==> src/sas_cfg.svh <==
// Notes on behaviour
// - Convert selected channels in ascending channel order.
// - Source select picks pins or register.
// - Selection latched at convert rise until done.
// - Data bits 0-3 are selection inputs on write.
// - Register captures bits 0-3 at write rise.
// - Convert rise starts sequence, holds all channels.
// - Internal clock: result every 1.65 us, end strobe.
// - Busy stays high until whole sequence converted.
// - Data bus driven only while select and read low; code enables it one clock after they fall and holds it one clock after release.
// - Result stored before end strobe falls.
// - First conversion end resets pointer, raises flag.
// - In sequence, pointer waits for next result.
// - After sequence, each read rise advances pointer.
// - Reading last result wraps pointer to first.
// - First-result flag level undefined after power-up.
// - Clock source input picks internal or external.
// - Each channel takes fourteen conversion clocks.
// - Pointer reset and flag on twelfth clock.
// - Result transfer on thirteenth clock; flag stays set until pointer moves.
// - End strobe low at thirteenth, high fourteenth.
// - Standby low pauses; output registers stay readable.
// - N-th result goes into output register n.
// - Read of last result during sequence wraps pointer.
`ifndef SAS_CFG_SVH
`define SAS_CFG_SVH

`define SAS_CHANNELS       4
`define SAS_CODE_W         12
`define SAS_SEL_W          4
`define SAS_FIFO_DEPTH     8
`define SAS_MASK_RESET     4'h0
`define SAS_CODE_RESET     12'h000
`define SAS_FLAG_RESET     1'b0
`define SAS_REF_MHZ        25
`define SAS_INT_CONV_NS    1650
`define SAS_CLKS_PER_CONV  14
`define SAS_PTR_RESET_TICK 4'hC
`define SAS_XFER_TICK      4'hD
`define SAS_EOC_RISE_TICK  4'hE
`define SAS_INT_TICK_CYC \
    ((`SAS_INT_CONV_NS * `SAS_REF_MHZ + 500 * `SAS_CLKS_PER_CONV) \
     / (1000 * `SAS_CLKS_PER_CONV))

`endif

==> src/sas_pkg.sv <==
`default_nettype none
`include "sas_cfg.svh"

package sas_pkg;

    typedef enum logic [2:0] {
        SAS_IDLE  = 3'b001,
        SAS_CONV  = 3'b010,
        SAS_DRAIN = 3'b100
    } sas_state_t;

    typedef struct packed {
        logic [1:0]               slot;
        logic [`SAS_CODE_W-1:0]   code;
    } sas_result_t;

    typedef logic [`SAS_SEL_W-1:0] sas_mask_t;

endpackage : sas_pkg

`default_nettype wire

==> src/sas_sequencer.sv <==
`default_nettype none
`include "sas_cfg.svh"

module sas_fifo #(
    parameter int WIDTH = 14,
    parameter int DEPTH = `SAS_FIFO_DEPTH
) (
    input  wire logic             ref_clk,
    input  wire logic             reset,
    input  wire logic             inValid,
    output logic                  inReady,
    input  wire logic [WIDTH-1:0] inData,
    output logic                  outValid,
    input  wire logic             outReady,
    output logic      [WIDTH-1:0] outData
);
    localparam int AW = $clog2(DEPTH);

    logic [WIDTH-1:0] mem [DEPTH];
    logic [AW-1:0]    wrPtr_reg;
    logic [AW-1:0]    rdPtr_reg;
    logic [AW:0]      count_reg;
    logic             doWrite;
    logic             doRead;

    assign inReady  = (count_reg != (AW+1)'(DEPTH));
    assign outValid = (count_reg != '0);
    assign outData  = mem[rdPtr_reg];
    assign doWrite  = inValid && inReady;
    assign doRead   = outValid && outReady;

    always_ff @(posedge ref_clk) begin
        if (doWrite) begin
            mem[wrPtr_reg] <= inData;
        end
    end

    always_ff @(posedge ref_clk or posedge reset) begin
        if (reset) begin
            wrPtr_reg <= '0;
            rdPtr_reg <= '0;
            count_reg <= '0;
        end else begin
            if (doWrite) begin
                wrPtr_reg <= (wrPtr_reg == AW'(DEPTH - 1)) ? '0
                                                            : wrPtr_reg + 1'b1;
            end
            if (doRead) begin
                rdPtr_reg <= (rdPtr_reg == AW'(DEPTH - 1)) ? '0
                                                            : rdPtr_reg + 1'b1;
            end
            count_reg <= count_reg + (AW+1)'(doWrite) - (AW+1)'(doRead);
        end
    end
endmodule : sas_fifo

module sas_sequencer
    import sas_pkg::*;
(
    input  wire logic                   ref_clk,
    input  wire logic                   reset,
    input  wire logic                   sampleStartN,
    input  wire logic [`SAS_SEL_W-1:0]  hwPickCh,
    input  wire logic                   selectFromReg,
    input  wire logic                   clockSourceSel,
    input  wire logic                   extConvClk,
    input  wire logic                   lowPowerN,
    input  wire logic                   csN,
    input  wire logic                   rdN,
    input  wire logic                   wrN,
    input  wire logic [`SAS_CODE_W-1:0] dataBitIn,
    input  wire logic [`SAS_CODE_W-1:0] adcCode,
    output logic      [`SAS_CODE_W-1:0] dataBitOut,
    output logic      [`SAS_CODE_W-1:0] dataBitOe,
    output logic                        busy,
    output logic                        eocN,
    output logic                        firstResultFlag,
    output logic                        holdAll,
    output logic      [1:0]             convChan
);
    localparam logic [1:0] TICK_DIV_MAX = 2'(`SAS_INT_TICK_CYC - 1);

    // Index of the lowest set bit; the mask is known non-zero where used.
    function automatic logic [1:0] lowestSet(input sas_mask_t m);
        lowestSet = 2'd0;
        for (int i = `SAS_CHANNELS - 1; i >= 0; i--) begin
            if (m[i]) begin
                lowestSet = 2'(i);
            end
        end
    endfunction : lowestSet

    function automatic logic [2:0] popCount(input sas_mask_t m);
        popCount = 3'd0;
        for (int i = 0; i < `SAS_CHANNELS; i++) begin
            popCount = popCount + {2'b00, m[i]};
        end
    endfunction : popCount

    sas_state_t             state_reg;
    sas_mask_t              channelEnableMask_reg;
    sas_mask_t              wrShadow_reg;
    sas_mask_t              pendMask_reg;
    logic [3:0]             tickCnt_reg;
    logic [1:0]             tickDiv_reg;
    logic                   extClkPrev_reg;
    logic                   startPrev_reg;
    logic                   wrPrev_reg;
    logic                   firstConv_reg;
    logic [1:0]             seqIdx_reg;
    logic [2:0]             numSel_reg;
    logic [2:0]             written_reg;
    logic [1:0]             ptr_reg;
    logic                   pend_reg;
    logic [`SAS_CODE_W-1:0] outRegs [`SAS_CHANNELS];

    sas_mask_t   srcMask;
    sas_mask_t   maskAfter;
    logic        startRise;
    logic        wrRise;
    logic        readDone;
    logic        intTick;
    logic        extTick;
    logic        convTick;
    logic [3:0]  tickNum;
    logic        atXfer;
    logic        pushValid;
    logic        fifoInReady;
    logic        tickAdvance;
    logic        drainValid;
    logic        drainReady;
    logic        drainFire;
    sas_result_t pushWord;
    sas_result_t drainWord;

    assign srcMask   = selectFromReg ? channelEnableMask_reg
                                     : hwPickCh;
    assign startRise = !startPrev_reg && sampleStartN;
    assign wrRise    = !wrPrev_reg && wrN;
    assign readDone  = dataBitOe[0] && rdN;
    assign intTick   = (tickDiv_reg == TICK_DIV_MAX);
    assign extTick   = extClkPrev_reg && !extConvClk;
    // Standby freezes the conversion clock; the read side keeps working.
    assign convTick  = lowPowerN && (clockSourceSel ? extTick
                                                    : intTick);
    assign tickNum   = tickCnt_reg + 4'h1;
    assign atXfer    = (tickNum == `SAS_XFER_TICK);
    assign pushValid = (state_reg == SAS_CONV) && convTick && atXfer;
    // A full buffer swallows the transfer tick, so conversion stalls.
    assign tickAdvance = convTick && !(atXfer && !fifoInReady);
    assign maskAfter   = pendMask_reg & ~(sas_mask_t'(1) << convChan);
    // The buffer never overwrites the output word while a read is open.
    // The strobes are watched too, so the word cannot move in the cycle
    // before the enable rises.
    assign drainReady  = !dataBitOe[0] && (csN || rdN);
    assign drainFire   = drainValid && drainReady;
    assign pushWord.slot = seqIdx_reg;
    assign pushWord.code = adcCode;

    sas_fifo #(
        .WIDTH ($bits(sas_result_t)),
        .DEPTH (`SAS_FIFO_DEPTH)
    ) resultFifo (
        .ref_clk  (ref_clk),
        .reset    (reset),
        .inValid  (pushValid),
        .inReady  (fifoInReady),
        .inData   (pushWord),
        .outValid (drainValid),
        .outReady (drainReady),
        .outData  (drainWord)
    );

    always_ff @(posedge ref_clk or posedge reset) begin
        if (reset) begin
            startPrev_reg  <= 1'b1;
            wrPrev_reg     <= 1'b1;
            extClkPrev_reg <= 1'b0;
            tickDiv_reg    <= 2'd0;
        end else begin
            startPrev_reg  <= sampleStartN;
            wrPrev_reg     <= wrN;
            extClkPrev_reg <= extConvClk;
            tickDiv_reg    <= intTick ? 2'd0 : tickDiv_reg + 2'd1;
        end
    end

    // Bits 0-3 are followed while a write is open and committed at its end.
    always_ff @(posedge ref_clk or posedge reset) begin
        if (reset) begin
            wrShadow_reg          <= `SAS_MASK_RESET;
            channelEnableMask_reg <= `SAS_MASK_RESET;
        end else begin
            if (!csN && rdN && !wrN) begin
                wrShadow_reg <= dataBitIn[`SAS_SEL_W-1:0];
            end
            if (wrRise) begin
                channelEnableMask_reg <= wrShadow_reg;
            end
        end
    end

    always_ff @(posedge ref_clk or posedge reset) begin
        if (reset) begin
            state_reg     <= SAS_IDLE;
            pendMask_reg  <= `SAS_MASK_RESET;
            tickCnt_reg   <= 4'h0;
            convChan      <= 2'd0;
            seqIdx_reg    <= 2'd0;
            numSel_reg    <= 3'd0;
            firstConv_reg <= 1'b0;
            busy          <= 1'b0;
            holdAll       <= 1'b0;
        end else begin
            case (state_reg)
                SAS_IDLE: begin
                    // Starts are only seen here, so busy masks them.
                    if (startRise && lowPowerN && srcMask != '0) begin
                        pendMask_reg  <= srcMask;
                        numSel_reg    <= popCount(srcMask);
                        convChan      <= lowestSet(srcMask);
                        tickCnt_reg   <= 4'h0;
                        seqIdx_reg    <= 2'd0;
                        firstConv_reg <= 1'b1;
                        busy          <= 1'b1;
                        holdAll       <= 1'b1;
                        state_reg     <= SAS_CONV;
                    end
                end
                SAS_CONV: begin
                    if (tickAdvance) begin
                        tickCnt_reg <= tickNum;
                        if (atXfer) begin
                            seqIdx_reg <= seqIdx_reg + 2'd1;
                        end
                        if (tickNum == `SAS_EOC_RISE_TICK) begin
                            tickCnt_reg   <= 4'h0;
                            firstConv_reg <= 1'b0;
                            pendMask_reg  <= maskAfter;
                            if (maskAfter == '0) begin
                                holdAll   <= 1'b0;
                                state_reg <= SAS_DRAIN;
                            end else begin
                                convChan <= lowestSet(maskAfter);
                            end
                        end
                    end
                end
                SAS_DRAIN: begin
                    if (written_reg == numSel_reg) begin
                        busy      <= 1'b0;
                        state_reg <= SAS_IDLE;
                    end
                end
                default: begin
                    state_reg <= SAS_IDLE;
                    busy      <= 1'b0;
                    holdAll   <= 1'b0;
                end
            endcase
        end
    end

    // End strobe falls once the word sits in its output register.
    always_ff @(posedge ref_clk or posedge reset) begin
        if (reset) begin
            eocN <= 1'b1;
        end else if (drainFire) begin
            eocN <= 1'b0;
        end else if (state_reg != SAS_CONV
                     || (convTick && tickNum == `SAS_EOC_RISE_TICK)) begin
            eocN <= 1'b1;
        end
    end

    always_ff @(posedge ref_clk) begin
        if (drainFire) begin
            outRegs[drainWord.slot] <= drainWord.code;
        end
    end

    always_ff @(posedge ref_clk or posedge reset) begin
        if (reset) begin
            written_reg     <= 3'd0;
            ptr_reg         <= 2'd0;
            pend_reg        <= 1'b0;
            firstResultFlag <= `SAS_FLAG_RESET;
        end else begin
            if (state_reg == SAS_IDLE && startRise && lowPowerN
                && srcMask != '0) begin
                written_reg <= 3'd0;
                pend_reg    <= 1'b0;
            end else if (drainFire) begin
                written_reg <= {1'b0, drainWord.slot} + 3'd1;
            end
            if (state_reg == SAS_CONV && firstConv_reg && convTick
                && tickNum == `SAS_PTR_RESET_TICK) begin
                ptr_reg         <= 2'd0;
                pend_reg        <= 1'b0;
                firstResultFlag <= 1'b1;
            end else if (readDone) begin
                if ({1'b0, ptr_reg} + 3'd1 == numSel_reg
                    && written_reg == numSel_reg) begin
                    ptr_reg         <= 2'd0;
                    firstResultFlag <= 1'b1;
                end else if (written_reg <= {1'b0, ptr_reg} + 3'd1) begin
                    pend_reg <= 1'b1;
                end else begin
                    ptr_reg         <= ptr_reg + 2'd1;
                    firstResultFlag <= 1'b0;
                end
            end else if (drainFire && pend_reg
                         && drainWord.slot == ptr_reg + 2'd1) begin
                ptr_reg         <= drainWord.slot;
                pend_reg        <= 1'b0;
                firstResultFlag <= 1'b0;
            end
        end
    end

    // Output enable lags the strobes by one clock so it comes from a flop.
    always_ff @(posedge ref_clk or posedge reset) begin
        if (reset) begin
            dataBitOe  <= '0;
            dataBitOut <= `SAS_CODE_RESET;
        end else begin
            dataBitOe  <= {`SAS_CODE_W{!csN && !rdN}};
            dataBitOut <= outRegs[ptr_reg];
        end
    end
endmodule : sas_sequencer

`default_nettype wire

==> config.mk <==
export PLATFORM = sky130hd
export DESIGN_NAME = sas_sequencer
export DESIGN_NICKNAME = d
export VERILOG_FILES = /design/src/sas_pkg.sv /design/src/sas_sequencer.sv
export VERILOG_INCLUDE_DIRS = /design/src
export SDC_FILE = /design/constraint.sdc
export NUM_CORES = 1
export LEC_CHECK = 0
export BUFFER_PORTS_ARGS = -buffer_cell sky130_fd_sc_hd__buf_2
export CORE_MARGIN = 5
export CORE_UTILIZATION = 56
export DETAILED_ROUTE_END_ITERATION = 7
export HOLD_SLACK_MARGIN = 0.02
export PLACE_DENSITY = 0.76
export SKIP_LAST_GASP = 1
export SYNTH_ARGS = -nofsm -noshare
export SYNTH_HDL_FRONTEND = slang
export SYNTH_SLANG_ARGS = --single-unit
export TNS_END_PERCENT = 100
==> constraint.sdc <==
create_clock -name ref_clk -period 3.4 [get_ports ref_clk]
set_input_delay 0.51 -clock ref_clk [delete_from_list [all_inputs] [get_ports ref_clk]]
set_output_delay 0.51 -clock ref_clk [all_outputs]
set_load 0.02 [all_outputs]
==> flow_summary.yaml <==
timing:
  max_freq_mhz: 355
  period_share_pct: 82.9
  period_minus_slack_ns: 2.82
  clock_skew_ns: 0.0120
  worst_slew_pin_slew_ns: 0.662
  hold_violations: 0
  tns_ns: 0
  relSlewSlack_pct: 55.8
  final_max_slew_viol_count: 0
  rsz0062_at_grt: "false"
  finalSetupViolCount: 0
logic_synthesis:
  synth-compound-area-share_pct: 4.78
  muxShareOfSynthArea_pct: 14.1
  ys_warn_count: 0
  synth_ff_type: "edfxtp_1"
  syn_inst: 558
  synth_edf_count: 160
  synth_top_family_by_area: "multiplexers"
  synthesis.area_um2: 9430
  postSynthAreaPerCell_um2: 16.9
  synth.top_cell.area_share_pct: 51.0
  synth_seq_area_share_pct: 68.3
  synth_largest_area_cell: "edfxtp_1"
  synth-xor-area-share_pct: 1.02
  ys_seq_elements: 225
  yosys.area_share.simple_pct: 5.51
  syn-num-nets: 622
  synthTopCellsByArea: "edfxtp_1 (51%), dfrtp_1 (16%), mux4_2 (9.1%)"
  async_flop_share_pct: 28.9
  synth_cell_types: 61
  synth-adder-area-share_pct: 3.61
run:
  maxCapViolations: 0
drt:
  vias: 4989
  via_per_inst: 5.79
  antenna_left: 0
  drt_iter0_markers: 345
  drt_pre_antenna_iters: 5
  drt_wl_total_um: 17400
  wl_per_cell_um: 20.2
  drc: 0
cts:
  root_buffer: "clkbuf_16"
  cts_resized: 0
  htreeDepth: 1
  cts_made_buffers: 23
  cts_setup_buffers: 0
  insertion_delay_ns: 0.50
  cts.clk_slew.worst_paths_ns: 0.06
  cts_sinks: 225
  cts_hold_buf: 0
  cts_buffer_depth: 3
  cts_tree: "done"
grt:
  overflow: 0
  antenna_found_initial: 0
  grt_pass1_vias: 5332
  grt_usage_pct: 18.3
  grt_pass1_wl_um: 28600
  grt_max_degree: 46
hold_path:
  worstHoldPathType: "input pin to asynchronous set/reset pin"
floorplan:
  coreArea_um2: 16500
  ios: 68
  die_w_um: 140
  initial_utilization_pct: 57.1
  rows: 47
  dieHeight_um: 140
  dieArea_um2: 19500
power_and_ir_drop:
  seqPwrFrac_pct: 46.1
  power.net_switching_mw: 2.27
  p_int_mw: 5.73
  p_clk_share_pct: 28.5
  power.leakage_nw: 4.00
  p_total_mw: 8.00
  powerDensity_nw_per_um2: 751
  combPwrFrac_pct: 25.4
  ir_drop_mv: 0.440
  netSwitchingFraction_pct: 28.4
final_layout:
  area_growth_pct: 12.9
  final_common_cell: "edfxtp_1"
  antenna_cells: 0
  drive_above_1_share_pct: 28.3
  nets: 691
  mostFrequentLayoutCells: "edfxtp_1 (160), dfrtp_1 (60), buf_2 (59), mux4_2 (38), nor2_1 (26)"
  final_core_util_pct: 64.4
  top_register: "resultFifo.mem"
  design_area_um2: 10600
  top_regs: "resultFifo.mem (112), outRegs (48), dataBitOut (12)"
  largest_reg_flops: 112
placed_design:
  place.gp.congestion: 0.796
  io_buffers: 59
  dp_hpwl_um: 10800
  placed_area_um2: 9970
critical_path:
  crit_fanout: 14
  crit_arrival_ns: 2.99
  cp-start-kind: "register"
  critPathKind: "register to register"
  crit_required_ns: 3.57
  crit_path_end_kind: "register"
outcome:
  status: "complete, no violations"
## cell type report
cell class | instances | area (um2)
fillers | 1147 | 5880
multi-input cells | 279 | 2760
clock inverters | 9 | 67.6
well taps | 220 | 275
repair buffers | 75 | 415
flip-flops and latches | 225 | 6440
clock buffers | 31 | 606
inverters | 23 | 86.3
## critical path, cell delays in order (launching register included)
cell and delay (ns):
dfrtp_1 0.47, ha_1 0.29, nand2b_1 0.16, a21oi_1 0.22, o21ai_1 0.10, or3_1 0.46
inv_2 0.13, nand2_1 0.13, nor2_1 0.20, buf_4 0.31
## logic make-up after synthesis
logic type	count (synthesis)
simple gates	98
mux	77
flops	225
fa+ha+maj	26
xor+xnor	11
buf+inv	54
compound gates	67
## path summary, 6_finish.rpt
kind | from | endpoint | slack, ns | cells after the start
worst min-delay path | reset | seqIdx_reg[1]$_DFFE_PP0P_ | 0.02 | 2
worst max register to register | tickCnt_reg[0]$_DFFE_PP0P_ | resultFifo.mem[3][9]$_DFFE_PP_ | 0.58 | 9
min in group ref_clk | sampleStartN | startPrev_reg$_DFF_PP1_ | 0.12 | 1
worst max-delay path | tickCnt_reg[0]$_DFFE_PP0P_ | resultFifo.mem[3][9]$_DFFE_PP_ | 0.58 | 9
max in group asynchronous | reset | dataBitOut[1]$_DFF_PP0_ | 2.45 | 3
worst min register to register | tickDiv_reg[1]$_DFF_PP0_ | tickDiv_reg[0]$_DFF_PP0_ | 0.46 | 1
## power groups by stage
stage                     registers (mW)  clock network (mW)  logic (mW)
after global placement              3.72                   0        1.95
after detailed placement            3.74                   0        2.03
after CTS                           3.69                2.33        2.06
final                               3.68                2.28        2.03
after global routing                3.74                2.46        2.24
after floorplan                     3.73                   0        1.50
## Yosys cell counts, drive strengths merged (5+ instances only)
master  number
and2         8
mux2i       11
nand2b      12
buf         20
a21oi       10
clkbuf      11
xnor2        7
nand3        5
nor3         6
dfrtp       61
nand2       19
mux2        26
nor2b        5
nor2        26
ha          24
o21ai       21
edfxtp     160
inv         23
mux4        40
## metal layers
| layer | part of all wire, % | track usage, % | up-vias |
|---|---|---|---|
| li1 | - | - | 2253 |
| met2 | 50 | 31.1 | 157 |
| met5 | 0 | 0 | - |
| met1 | 42 | 25.0 | 2556 |
| met3 | 5.4 | 3.22 | 23 |
| met4 | 2.3 | 4.39 | 0 |
## per-stage QoR
step | std cells | setup slack [ns] | hold WS, ns
after floorplan | 558 | 0.250 | 0.411
after global placement | 822 | 0.662 | 0.423
after detailed placement | 822 | 0.612 | 0.449
after CTS | 862 | 0.575 | 0.0201
after global routing | 862 | 0.377 | 0.0650
final | 862 | 0.582 | 0.0214
Note: power is estimated with default switching activity, not from simulation.
